<file path="config.mk">
export PLATFORM = sky130hd
export DESIGN_NAME = adcsq_top
export DESIGN_NICKNAME = d
export VERILOG_FILES = /design/src/design/adcsq_pkg.sv /design/src/design/adcsq_top.sv
export SDC_FILE = /design/constraint.sdc
export NUM_CORES = 1
export LEC_CHECK = 0
export BUFFER_PORTS_ARGS = -buffer_cell sky130_fd_sc_hd__buf_2
export CORE_MARGIN = 1
export CORE_UTILIZATION = 35
export CTS_CLUSTER_DIAMETER = 150
export DETAILED_ROUTE_END_ITERATION = 12
export GPL_ROUTABILITY_DRIVEN = 0
export PLACE_DENSITY = 0.55
export SLEW_MARGIN = 40
export SYNTH_ARGS = -nofsm -noshare
export SYNTH_HDL_FRONTEND = slang
export SYNTH_SLANG_ARGS = --single-unit
</file>
<file path="constraint.sdc">
create_clock -name mclk -period 3.88 [get_ports mclk]
set_clock_uncertainty 0.1 [all_clocks]
set_input_delay 0.776 -clock mclk [delete_from_list [all_inputs] [get_ports mclk]]
set_output_delay 0.776 -clock mclk [all_outputs]
set_load 0.05 [all_outputs]
</file>
<file path="src/design/adcsq_pkg.sv">
// Purpose: Shared constants and types of the converter sequencer control block
// Assumes: 32-bit AHB-Lite register bus, one aligned word per register
// Notes: Registers are 8 bits wide and sit in the low byte of their word
package adcsq_pkg;
    localparam int ADDR_W = 8;
    localparam int RES_W = 12;
    // Register byte addresses
    localparam logic [7:0] OFF_RES_LOW = 8'h00;
    localparam logic [7:0] OFF_RES_HIGH = 8'h04;
    localparam logic [7:0] OFF_CTRL = 8'h08;
    localparam logic [7:0] OFF_SRC = 8'h0c;
    localparam logic [7:0] OFF_REF = 8'h10;
    localparam logic [7:0] OFF_BG = 8'h14;
    localparam logic [7:0] OFF_INT_STATUS = 8'h18;
    localparam logic [7:0] OFF_INT_MASK = 8'h1c;
    // converter_control fields
    localparam int START_BIT = 7;
    localparam int BUSY_BIT = 6;
    localparam int ENABLE_BIT = 5;
    localparam int JUSTIFY_BIT = 4;
    localparam int CHAN_LSB = 0;
    // input_source_control fields
    localparam int SRC_LSB = 4;
    localparam int DIV_LSB = 0;
    // Writable bit masks, reserved bits read as zero
    localparam logic [7:0] CTRL_WMASK = 8'hbf;
    localparam logic [7:0] SRC_WMASK = 8'hf7;
    localparam logic [7:0] REF_WMASK = 8'h9f;
    localparam logic [7:0] BG_WMASK = 8'h01;
    localparam logic [7:0] INT_WMASK = 8'h01;
    localparam int DONE_EVT_BIT = 0;
    // Reset values
    localparam logic [7:0] CTRL_RST = 8'h00;
    localparam logic [7:0] SRC_RST = 8'h00;
    localparam logic [7:0] REF_RST = 8'h00;
    localparam logic [7:0] BG_RST = 8'h00;
    localparam logic [7:0] INT_RST = 8'h00;
    localparam logic [11:0] RES_RST = 12'h000;
    localparam logic [11:0] SAR_FIRST = 12'h800;
    localparam logic [3:0] CHAN_HIGHEST = 4'h8;
    localparam logic [3:0] CHAN_RSVD = 4'h2;
    localparam logic [1:0] SRC_GND_TOP = 2'b10;
    localparam int SAMPLE_TICKS_DEF = 4;
    localparam int PINS = 9;
    localparam logic [1:0] HTRANS_NONSEQ = 2'b10;
    typedef enum logic [1:0] {
        ST_IDLE = 2'b00,
        ST_SAMPLE = 2'b01,
        ST_CONVERT = 2'b11,
        ST_DONE = 2'b10
    } adcsq_state_type;
endpackage

</file>
<file path="src/design/adcsq_top.sv">
// Purpose: Digital sequencer of a 12-bit successive-approximation converter
// Assumes: Analog comparator, DAC and muxes sit outside; inputs synchronous to mclk
// Notes: Registers over AHB-Lite, zero wait states, one level interrupt
`timescale 1ns/1ns
module adcsq_top
    import adcsq_pkg::*;
#(
    parameter int SAMPLE_TICKS = SAMPLE_TICKS_DEF
) (
    input wire logic mclk,
    input wire logic rstn,
    input wire logic hsel,
    input wire logic [31:0] haddr,
    input wire logic [1:0] htrans,
    input wire logic hwrite,
    input wire logic [2:0] hsize,
    input wire logic [31:0] hwdata,
    input wire logic hready,
    output logic [31:0] hrdata,
    output logic hreadyout,
    output logic hresp,
    input wire logic comp_hi,
    input wire logic [PINS-1:0] pin_analog_assign,
    output logic irq,
    output logic conv_power_on,
    output logic sample_hold,
    output logic [RES_W-1:0] dac_code,
    output logic ext_route_en,
    output logic [3:0] ext_channel_sel,
    output logic [3:0] int_route_sel,
    output logic ground_sel,
    output logic [PINS-1:0] pin_digital_off,
    output logic [1:0] reference_sel,
    output logic gain_amp_enable,
    output logic gain_amp_input_sel,
    output logic [1:0] gain_amp_gain_sel,
    output logic bandgap_enable
);

    adcsq_state_type state;
    logic [7:0] ctrl;
    logic [7:0] src;
    logic [7:0] ref_gain;
    logic [7:0] bg;
    logic [7:0] int_status;
    logic [7:0] int_mask;
    logic [RES_W-1:0] result;
    logic [RES_W-1:0] sar_code;
    logic [3:0] bit_idx;
    logic [6:0] div_cnt;
    logic [7:0] sample_cnt;
    logic busy;
    logic wr_pend;
    logic [ADDR_W-1:0] wr_addr;
    logic addr_ok;
    logic wr_ctrl;
    logic start_fire;
    logic conv_tick;
    logic done_evt;
    logic rd_status;

    // Channel code connects an existing pin
    function automatic logic chan_valid(input logic [3:0] code);
        chan_valid = (code <= CHAN_HIGHEST) && (code != CHAN_RSVD);
    endfunction

    // Source code 0000, 0100 or 11xx takes the external channel
    function automatic logic src_external(input logic [3:0] code);
        src_external = (code[3] == 1'b0 && code[1:0] == 2'b00) || (code[3:2] == 2'b11);
    endfunction

    function automatic logic src_ground(input logic [3:0] code);
        src_ground = (code[3:2] == SRC_GND_TOP);
    endfunction

    function automatic logic [7:0] fmt_high(input logic [11:0] r, input logic just);
        fmt_high = just ? {4'h0, r[11:8]} : r[11:4];
    endfunction

    function automatic logic [7:0] fmt_low(input logic [11:0] r, input logic just);
        fmt_low = just ? r[7:0] : {r[3:0], 4'h0};
    endfunction

    wire logic [3:0] chan_code = ctrl[CHAN_LSB +: 4];
    wire logic [3:0] src_code = src[SRC_LSB +: 4];
    wire logic [2:0] div_sel = src[DIV_LSB +: 3];
    wire logic conv_en = ctrl[ENABLE_BIT];
    wire logic justify = ctrl[JUSTIFY_BIT];
    wire logic [6:0] div_mask = 7'((8'h01 << div_sel) - 8'h01);

    assign addr_ok = hsel && htrans[1] && hready;
    assign wr_ctrl = wr_pend && (wr_addr == OFF_CTRL);
    // Start bit must have been high before this write brings it low
    assign start_fire = wr_ctrl && !hwdata[START_BIT] && ctrl[START_BIT];
    assign conv_tick = ((div_cnt & div_mask) == div_mask);
    assign done_evt = (state == ST_DONE);
    assign rd_status = addr_ok && !hwrite && (haddr[ADDR_W-1:0] == OFF_INT_STATUS);

    // Bus data phase tracking
    always_ff @(posedge mclk) begin
        if (!rstn) begin
            wr_pend <= 1'b0;
            wr_addr <= '0;
        end else begin
            wr_pend <= addr_ok && hwrite;
            wr_addr <= haddr[ADDR_W-1:0];
        end
    end

    // Zero wait state slave, always OKAY
    always_ff @(posedge mclk) begin
        if (!rstn) begin
            hreadyout <= 1'b0;
            hresp <= 1'b0;
        end else begin
            hreadyout <= 1'b1;
            hresp <= 1'b0;
        end
    end

    // Read data sampled in the address phase; a write just before is not forwarded
    always_ff @(posedge mclk) begin
        if (!rstn) begin
            hrdata <= '0;
        end else if (addr_ok && !hwrite) begin
            case (haddr[ADDR_W-1:0])
                OFF_RES_LOW: hrdata <= {24'h0, fmt_low(result, justify)};
                OFF_RES_HIGH: hrdata <= {24'h0, fmt_high(result, justify)};
                OFF_CTRL: hrdata <= {24'h0, ctrl[7], busy, ctrl[5:0]};
                OFF_SRC: hrdata <= {24'h0, src};
                OFF_REF: hrdata <= {24'h0, ref_gain};
                OFF_BG: hrdata <= {24'h0, bg};
                OFF_INT_STATUS: hrdata <= {24'h0, int_status};
                OFF_INT_MASK: hrdata <= {24'h0, int_mask};
                default: hrdata <= '0;
            endcase
        end
    end

    // Busy bit is not stored in ctrl, so writes cannot reach it
    always_ff @(posedge mclk) begin
        if (!rstn) begin
            ctrl <= CTRL_RST;
        end else if (wr_ctrl) begin
            ctrl <= hwdata[7:0] & CTRL_WMASK;
        end
    end

    always_ff @(posedge mclk) begin
        if (!rstn) begin
            src <= SRC_RST;
            ref_gain <= REF_RST;
            bg <= BG_RST;
            int_mask <= INT_RST;
        end else if (wr_pend) begin
            case (wr_addr)
                OFF_SRC: src <= hwdata[7:0] & SRC_WMASK;
                OFF_REF: ref_gain <= hwdata[7:0] & REF_WMASK;
                OFF_BG: bg <= hwdata[7:0] & BG_WMASK;
                OFF_INT_MASK: int_mask <= hwdata[7:0] & INT_WMASK;
                default: ;
            endcase
        end
    end

    // Read clears, but a completion in the same cycle still sets
    always_ff @(posedge mclk) begin
        if (!rstn) begin
            int_status <= INT_RST;
        end else begin
            int_status <= (rd_status ? 8'h00 : int_status) | {7'h0, done_evt};
        end
    end

    // One cycle behind the status bit to keep the output registered
    always_ff @(posedge mclk) begin
        if (!rstn) begin
            irq <= 1'b0;
        end else begin
            irq <= |(int_status & int_mask);
        end
    end

    // Divider restarts with every conversion so the first tick is predictable
    always_ff @(posedge mclk) begin
        if (!rstn) begin
            div_cnt <= '0;
        end else if (state == ST_IDLE) begin
            div_cnt <= '0;
        end else begin
            div_cnt <= div_cnt + 7'h01;
        end
    end

    // Conversion sequencer
    always_ff @(posedge mclk) begin
        if (!rstn) begin
            state <= ST_IDLE;
            busy <= 1'b0;
            sample_cnt <= '0;
            sar_code <= '0;
            bit_idx <= '0;
            sample_hold <= 1'b0;
        end else if (!conv_en) begin
            // Powered down: abort, no conversion
            state <= ST_IDLE;
            busy <= 1'b0;
            sample_hold <= 1'b0;
        end else begin
            case (state)
                ST_IDLE: begin
                    // A restart while busy cannot happen here; idle only
                    if (start_fire) begin
                        state <= ST_SAMPLE;
                        busy <= 1'b1;
                        sample_cnt <= '0;
                        sample_hold <= 1'b1;
                    end
                end
                ST_SAMPLE: begin
                    if (conv_tick) begin
                        if (sample_cnt == 8'(SAMPLE_TICKS - 1)) begin
                            state <= ST_CONVERT;
                            sample_hold <= 1'b0;
                            sar_code <= SAR_FIRST;
                            bit_idx <= 4'(RES_W - 1);
                        end else begin
                            sample_cnt <= sample_cnt + 8'h01;
                        end
                    end
                end
                ST_CONVERT: begin
                    if (conv_tick) begin
                        // Comparator low means the trial bit overshot
                        if (bit_idx == 4'h0) begin
                            sar_code[0] <= comp_hi;
                            state <= ST_DONE;
                        end else begin
                            sar_code[bit_idx] <= comp_hi;
                            sar_code[bit_idx - 4'h1] <= 1'b1;
                            bit_idx <= bit_idx - 4'h1;
                        end
                    end
                end
                ST_DONE: begin
                    state <= ST_IDLE;
                    busy <= 1'b0;
                end
                default: begin
                    state <= ST_IDLE;
                    busy <= 1'b0;
                end
            endcase
        end
    end

    // Result loads in the same cycle busy falls; a DONE reached just as the converter is disabled loads nothing
    always_ff @(posedge mclk) begin
        if (!rstn) begin
            result <= RES_RST;
        end else if (conv_en && done_evt) begin
            result <= sar_code;
        end
    end

    // Trial code leaves with no lag; a copied register would let the comparator judge the previous trial
    assign dac_code = sar_code;

    // Input routing; only one of the three paths may be active
    always_ff @(posedge mclk) begin
        if (!rstn) begin
            ext_route_en <= 1'b0;
            ext_channel_sel <= '0;
            int_route_sel <= '0;
            ground_sel <= 1'b0;
        end else begin
            ext_channel_sel <= chan_code;
            // Reserved and non-existent codes leave the input floating
            ext_route_en <= src_external(src_code) && chan_valid(chan_code);
            int_route_sel <= (src_external(src_code) || src_ground(src_code)) ? 4'h0 : src_code;
            ground_sel <= src_ground(src_code);
        end
    end

    // Pin sharing decides analog use; the pad drops digital and pull-high then
    always_ff @(posedge mclk) begin
        if (!rstn) begin
            pin_digital_off <= '0;
        end else begin
            pin_digital_off <= pin_analog_assign;
        end
    end

    always_ff @(posedge mclk) begin
        if (!rstn) begin
            conv_power_on <= 1'b0;
            reference_sel <= '0;
            gain_amp_enable <= 1'b0;
            gain_amp_input_sel <= 1'b0;
            gain_amp_gain_sel <= '0;
            bandgap_enable <= 1'b0;
        end else begin
            conv_power_on <= conv_en;
            gain_amp_enable <= ref_gain[7];
            gain_amp_input_sel <= ref_gain[4];
            reference_sel <= ref_gain[3:2];
            gain_amp_gain_sel <= ref_gain[1:0];
            bandgap_enable <= bg[0];
        end
    end
endmodule // adcsq_top

</file>
==> parameters.txt <==
Parameter                              Value

Layout
  Sequential standard cell area    2320 sq um
  Area growth syn-to-layout    20.1%
  Post-layout net count    just under 800
  Cell area after layout    ~6500 sq um
  Share of post-route cells with drive strength above 1    0.191
  Multi-input combinational cell area    roughly 2800 sq um
  FILL cells    1442
  Final antenna diode count    0
  Final core utilization    0.438

Place
  Placed inst area    ~5800 sq um
  Buffers on Ports    81
  Final HPWL from detailed placement    9830 um

Worst setup path
  Source of the worst register-to-register timing path    src[0]
  Crit start category    flip-flop
  R2R setup slack    0.97 ns
  Slowest stage cell, crit path    or3_4
  Endpoint kind of the worst setup timing path    flip-flop
  Startpoint of the most critical setup path    src[0]
  Category of the critical setup timing path    flip-flop to flip-flop
  Number of cells on the worst reg-to-reg path    8
  CP max stage delay    0.50 ns
  Worst R2R End    dac_code[3]
  Critical path endpoint    dac_code[3]
  Sequence of cells on the critical path    or3_4 > ha_1 > nor2_1 > a31o_2 > or3_4 > or3_4 > a2111oi_4 > o221a_2
  Max Fanout on Critical Path    14
  Data required time of the worst path    4.15 ns
  Most numerous cell on the critical path    or3_4
  Data arrival time of the critical path    roughly 3.2 ns

Yosys
  Number of instances in the synthesized netlist    627
  Per-instance average area after synthesis    8.58 sq um
  Count of flip-flops with a built-in enable after synthesis    0
  Area fraction of the dominant cell type after synthesis    0.432
  Number of synthesis warnings    0
  Share of the yosys chip area belonging to registers    0.432
  Post-synthesis cell type with the largest combined area    dfxtp_1
  Area of the mapped netlist    approximately 5400 sq um
  Leading cell types by total area after synthesis    dfxtp_1 (43%), mux2i_1 (5.4%), nand2_1 (4.6%)
  FF+latch count, synth    116
  Prevailing post-synth register cell    dfxtp_1
  Proportion of register bits with asynchronous set or reset after synthesis    0
  Yosys cell types    between 60 and 70

Clocking
  Cells resized by post-CTS repair    0
  Cts-stage hold buffer count    0
  Clock buffer count from CTS    17
  Post-CTS Setup Repair Bufs    0
  H-tree depth reported by CTS    4
  Clock-pin slew of the registers on the worst-case setup and hold paths    0.05 ns
  Clock latency on the worst-skew pair    0.42 ns
  TritonCTS clock tree    done
  Number of sinks driven by the clock tree    between 100 and 150
  Root cell of the clock tree    clkbuf_16
  Worst-case clock buffer depth    2

Die
  Overall die area    roughly 16000 sq um
  I/O Pins    about 160
  Die Wd    approximately 130 um
  Die boundary height    126 um
  Core Rows    44
  Effective utilization at floorplan    0.364
  Floorplan core area    approximately 15000 sq um

Drt
  Drt wl/cell    around 15 um
  Number of routed nets with antenna violations    0
  Number of vias per cell    5.22
  Vias after detailed routing    roughly 4700
  DRC viols    0
  Detailed Route WL    between 10000 and 15000 um
  Number of DRC markers in iteration 0    ~370
  Number of detailed-routing iterations run before antenna repair    7

STA
  Number of endpoints failing setup at the final stage    0
  Minimum clock period    roughly 2.9 ns
  Worst Max-Slew Pin Slew    approximately 0.73 ns
  Max-slew violation count    0
  Final hold violations    0
  Fin Hold WS    between 0.3 and 0.4 ns
  Tcrit/Tclk final    0.749
  Setup repair after global routing missed its margin    no
  Max-slew headroom    0.511
  Highest achievable clock rate    between 300 and 400 MHz
  Total Neg Setup Slack    0 ns

GRT
  Number of antenna violations at the first check in global routing    0
  Final global-route overflow total    0
  Largest net degree at the start of global routing    53
  Global-route wire length before repair    21900 um
  Via count of the first global-routing pass    ~4300
  GR Util All Layers    0.177

Power
  Pwr/cell area    465 nW/um^2
  Leakage    about 2.6 nW
  VDD IR max    around 380 uV
  Overall power    around 3.0 mW

Run status
  Status    finished, final reports clean

Hold path
  Worst Hold Class    flip-flop to flip-flop
  Number of cells on the worst hold path    2

Job
  Max-Cap Viols    0
[Yosys cell counts (all sizes together), types with 3 or more instances]
master  number
dfxtp      116
nand2       66
nor2        55
a21oi       39
and2        35
nand3       33
clkbuf      31
buf         29
mux2i       29
o21ai       25
nor3        18
inv         17
a22oi        9
o221ai       9
ha           8
nor2b        8
and3         7
nand2b       7
or3          7
xnor2        6
a22o         4
a31oi        4
nor3b        4
nor4b        4
o22ai        4
a211oi       3
a21o         3
a31o         3
a32o         3
nand4        3
nand4b       3
o211a        3
o31ai        3
xor2         3
[how the worst min path moves through the flow]
stage | from | end | slack (ns)
floorplan | result[10] | result[10] | 0.34
global placement | hrdata[6] | hrdata[6] | 0.34
detailed placement | hrdata[6] | hrdata[6] | 0.35
CTS | result[0] | result[0] | 0.36
global route | hrdata[0] | hrdata[0] | 0.38
finish | hrdata[5] | hrdata[5] | 0.35
[cell type report]
class / instances / share of cell area
Clock buffer: 19 / 0.0671
Tap cell: 184 / 0.0357
Multi-Input combinational cell: 459 / 0.428
Inverter: 17 / 0.00988
Sequential cell: 116 / 0.360
Clock inverter: 13 / 0.0285
Timing Repair Buffer: 88 / 0.0709
[layout by cell type (no fill, tap or decap), types with 16 or more instances in the layout]
cell / netlist / routed
a21oi_1: 39 / 38
and2_1: 34 / 34
buf_2: 1 / 81
clkbuf_16: 0 / 17
conb_1: 1 / 26
dfxtp_1: 116 / 116
inv_1: 16 / 16
mux2i_1: 29 / 29
nand2_1: 66 / 66
nand3_1: 33 / 33
nor2_1: 55 / 55
nor3_1: 17 / 17
o21ai_0: 24 / 24
[power breakdown]
part           total [mW]  internal, mW  leakage, nW  switching, mW
Combinational       0.155        0.0302         1.40          0.125
Clock                1.64          1.07        0.293          0.568
Sequential           1.21          1.20        0.940        0.00538
Total                3.00          2.30         2.63          0.699
[flip-flops by register name, summed over array words and instances, names as in the netlist, 2 cells and up]
register           flops
int_route_sel          4
result                12
div_cnt                7
bit_idx                4
hrdata                 8
pin_digital_off        9
sample_cnt             8
gain_amp_gain_sel      2
reference_sel          2
ref_gain               6
wr_addr                8
dac_code              12
state                  2
src                    7
ext_channel_sel        4
ctrl                   7
[routing by layer]
metal  vias to the layer above  part of all wire  track usage
met5                         -                 0            0
met4                         0             0.021       0.0808
met3                        24             0.056       0.0501
met2                       154              0.47        0.283
met1                      2198              0.45        0.220
li1                       2305                 -            -
[kinds of logic (layout without fill, tap and decap cells)]
family	count (synthesis)	after routing	synth area share
AO/OA/AOI/OAI	127	127	0.159
XOR/XNOR	9	9	0.0147
adder cells (fa/ha/maj)	8	8	0.0186
buffers and inverters	77	137	0.0731
flip-flops	116	116	0.432
multiplexers	31	31	0.0582
other	1	26	0.000697
AND/OR/NAND/NOR	258	258	0.244
[metrics by stage]
| stage | std cells | worst slack, ns |
|---|---|---|
| floorplan | 652 | 1.17 |
| global placement | 864 | 1.04 |
| detailed placement | 864 | 0.999 |
| CTS | 896 | 0.978 |
| global route | 896 | 0.894 |
| finish | 896 | 0.973 |
[critical path, delay by kind of cell, from the launching register on]
family	cells	cell delay, ns
and+or+nand+nor	4	1.30
AOI/OAI and AO/OA	3	0.78
DFF	1	0.38
adders and majority gates	1	0.29
No activity file was read; power rests on OpenSTA's default activity.
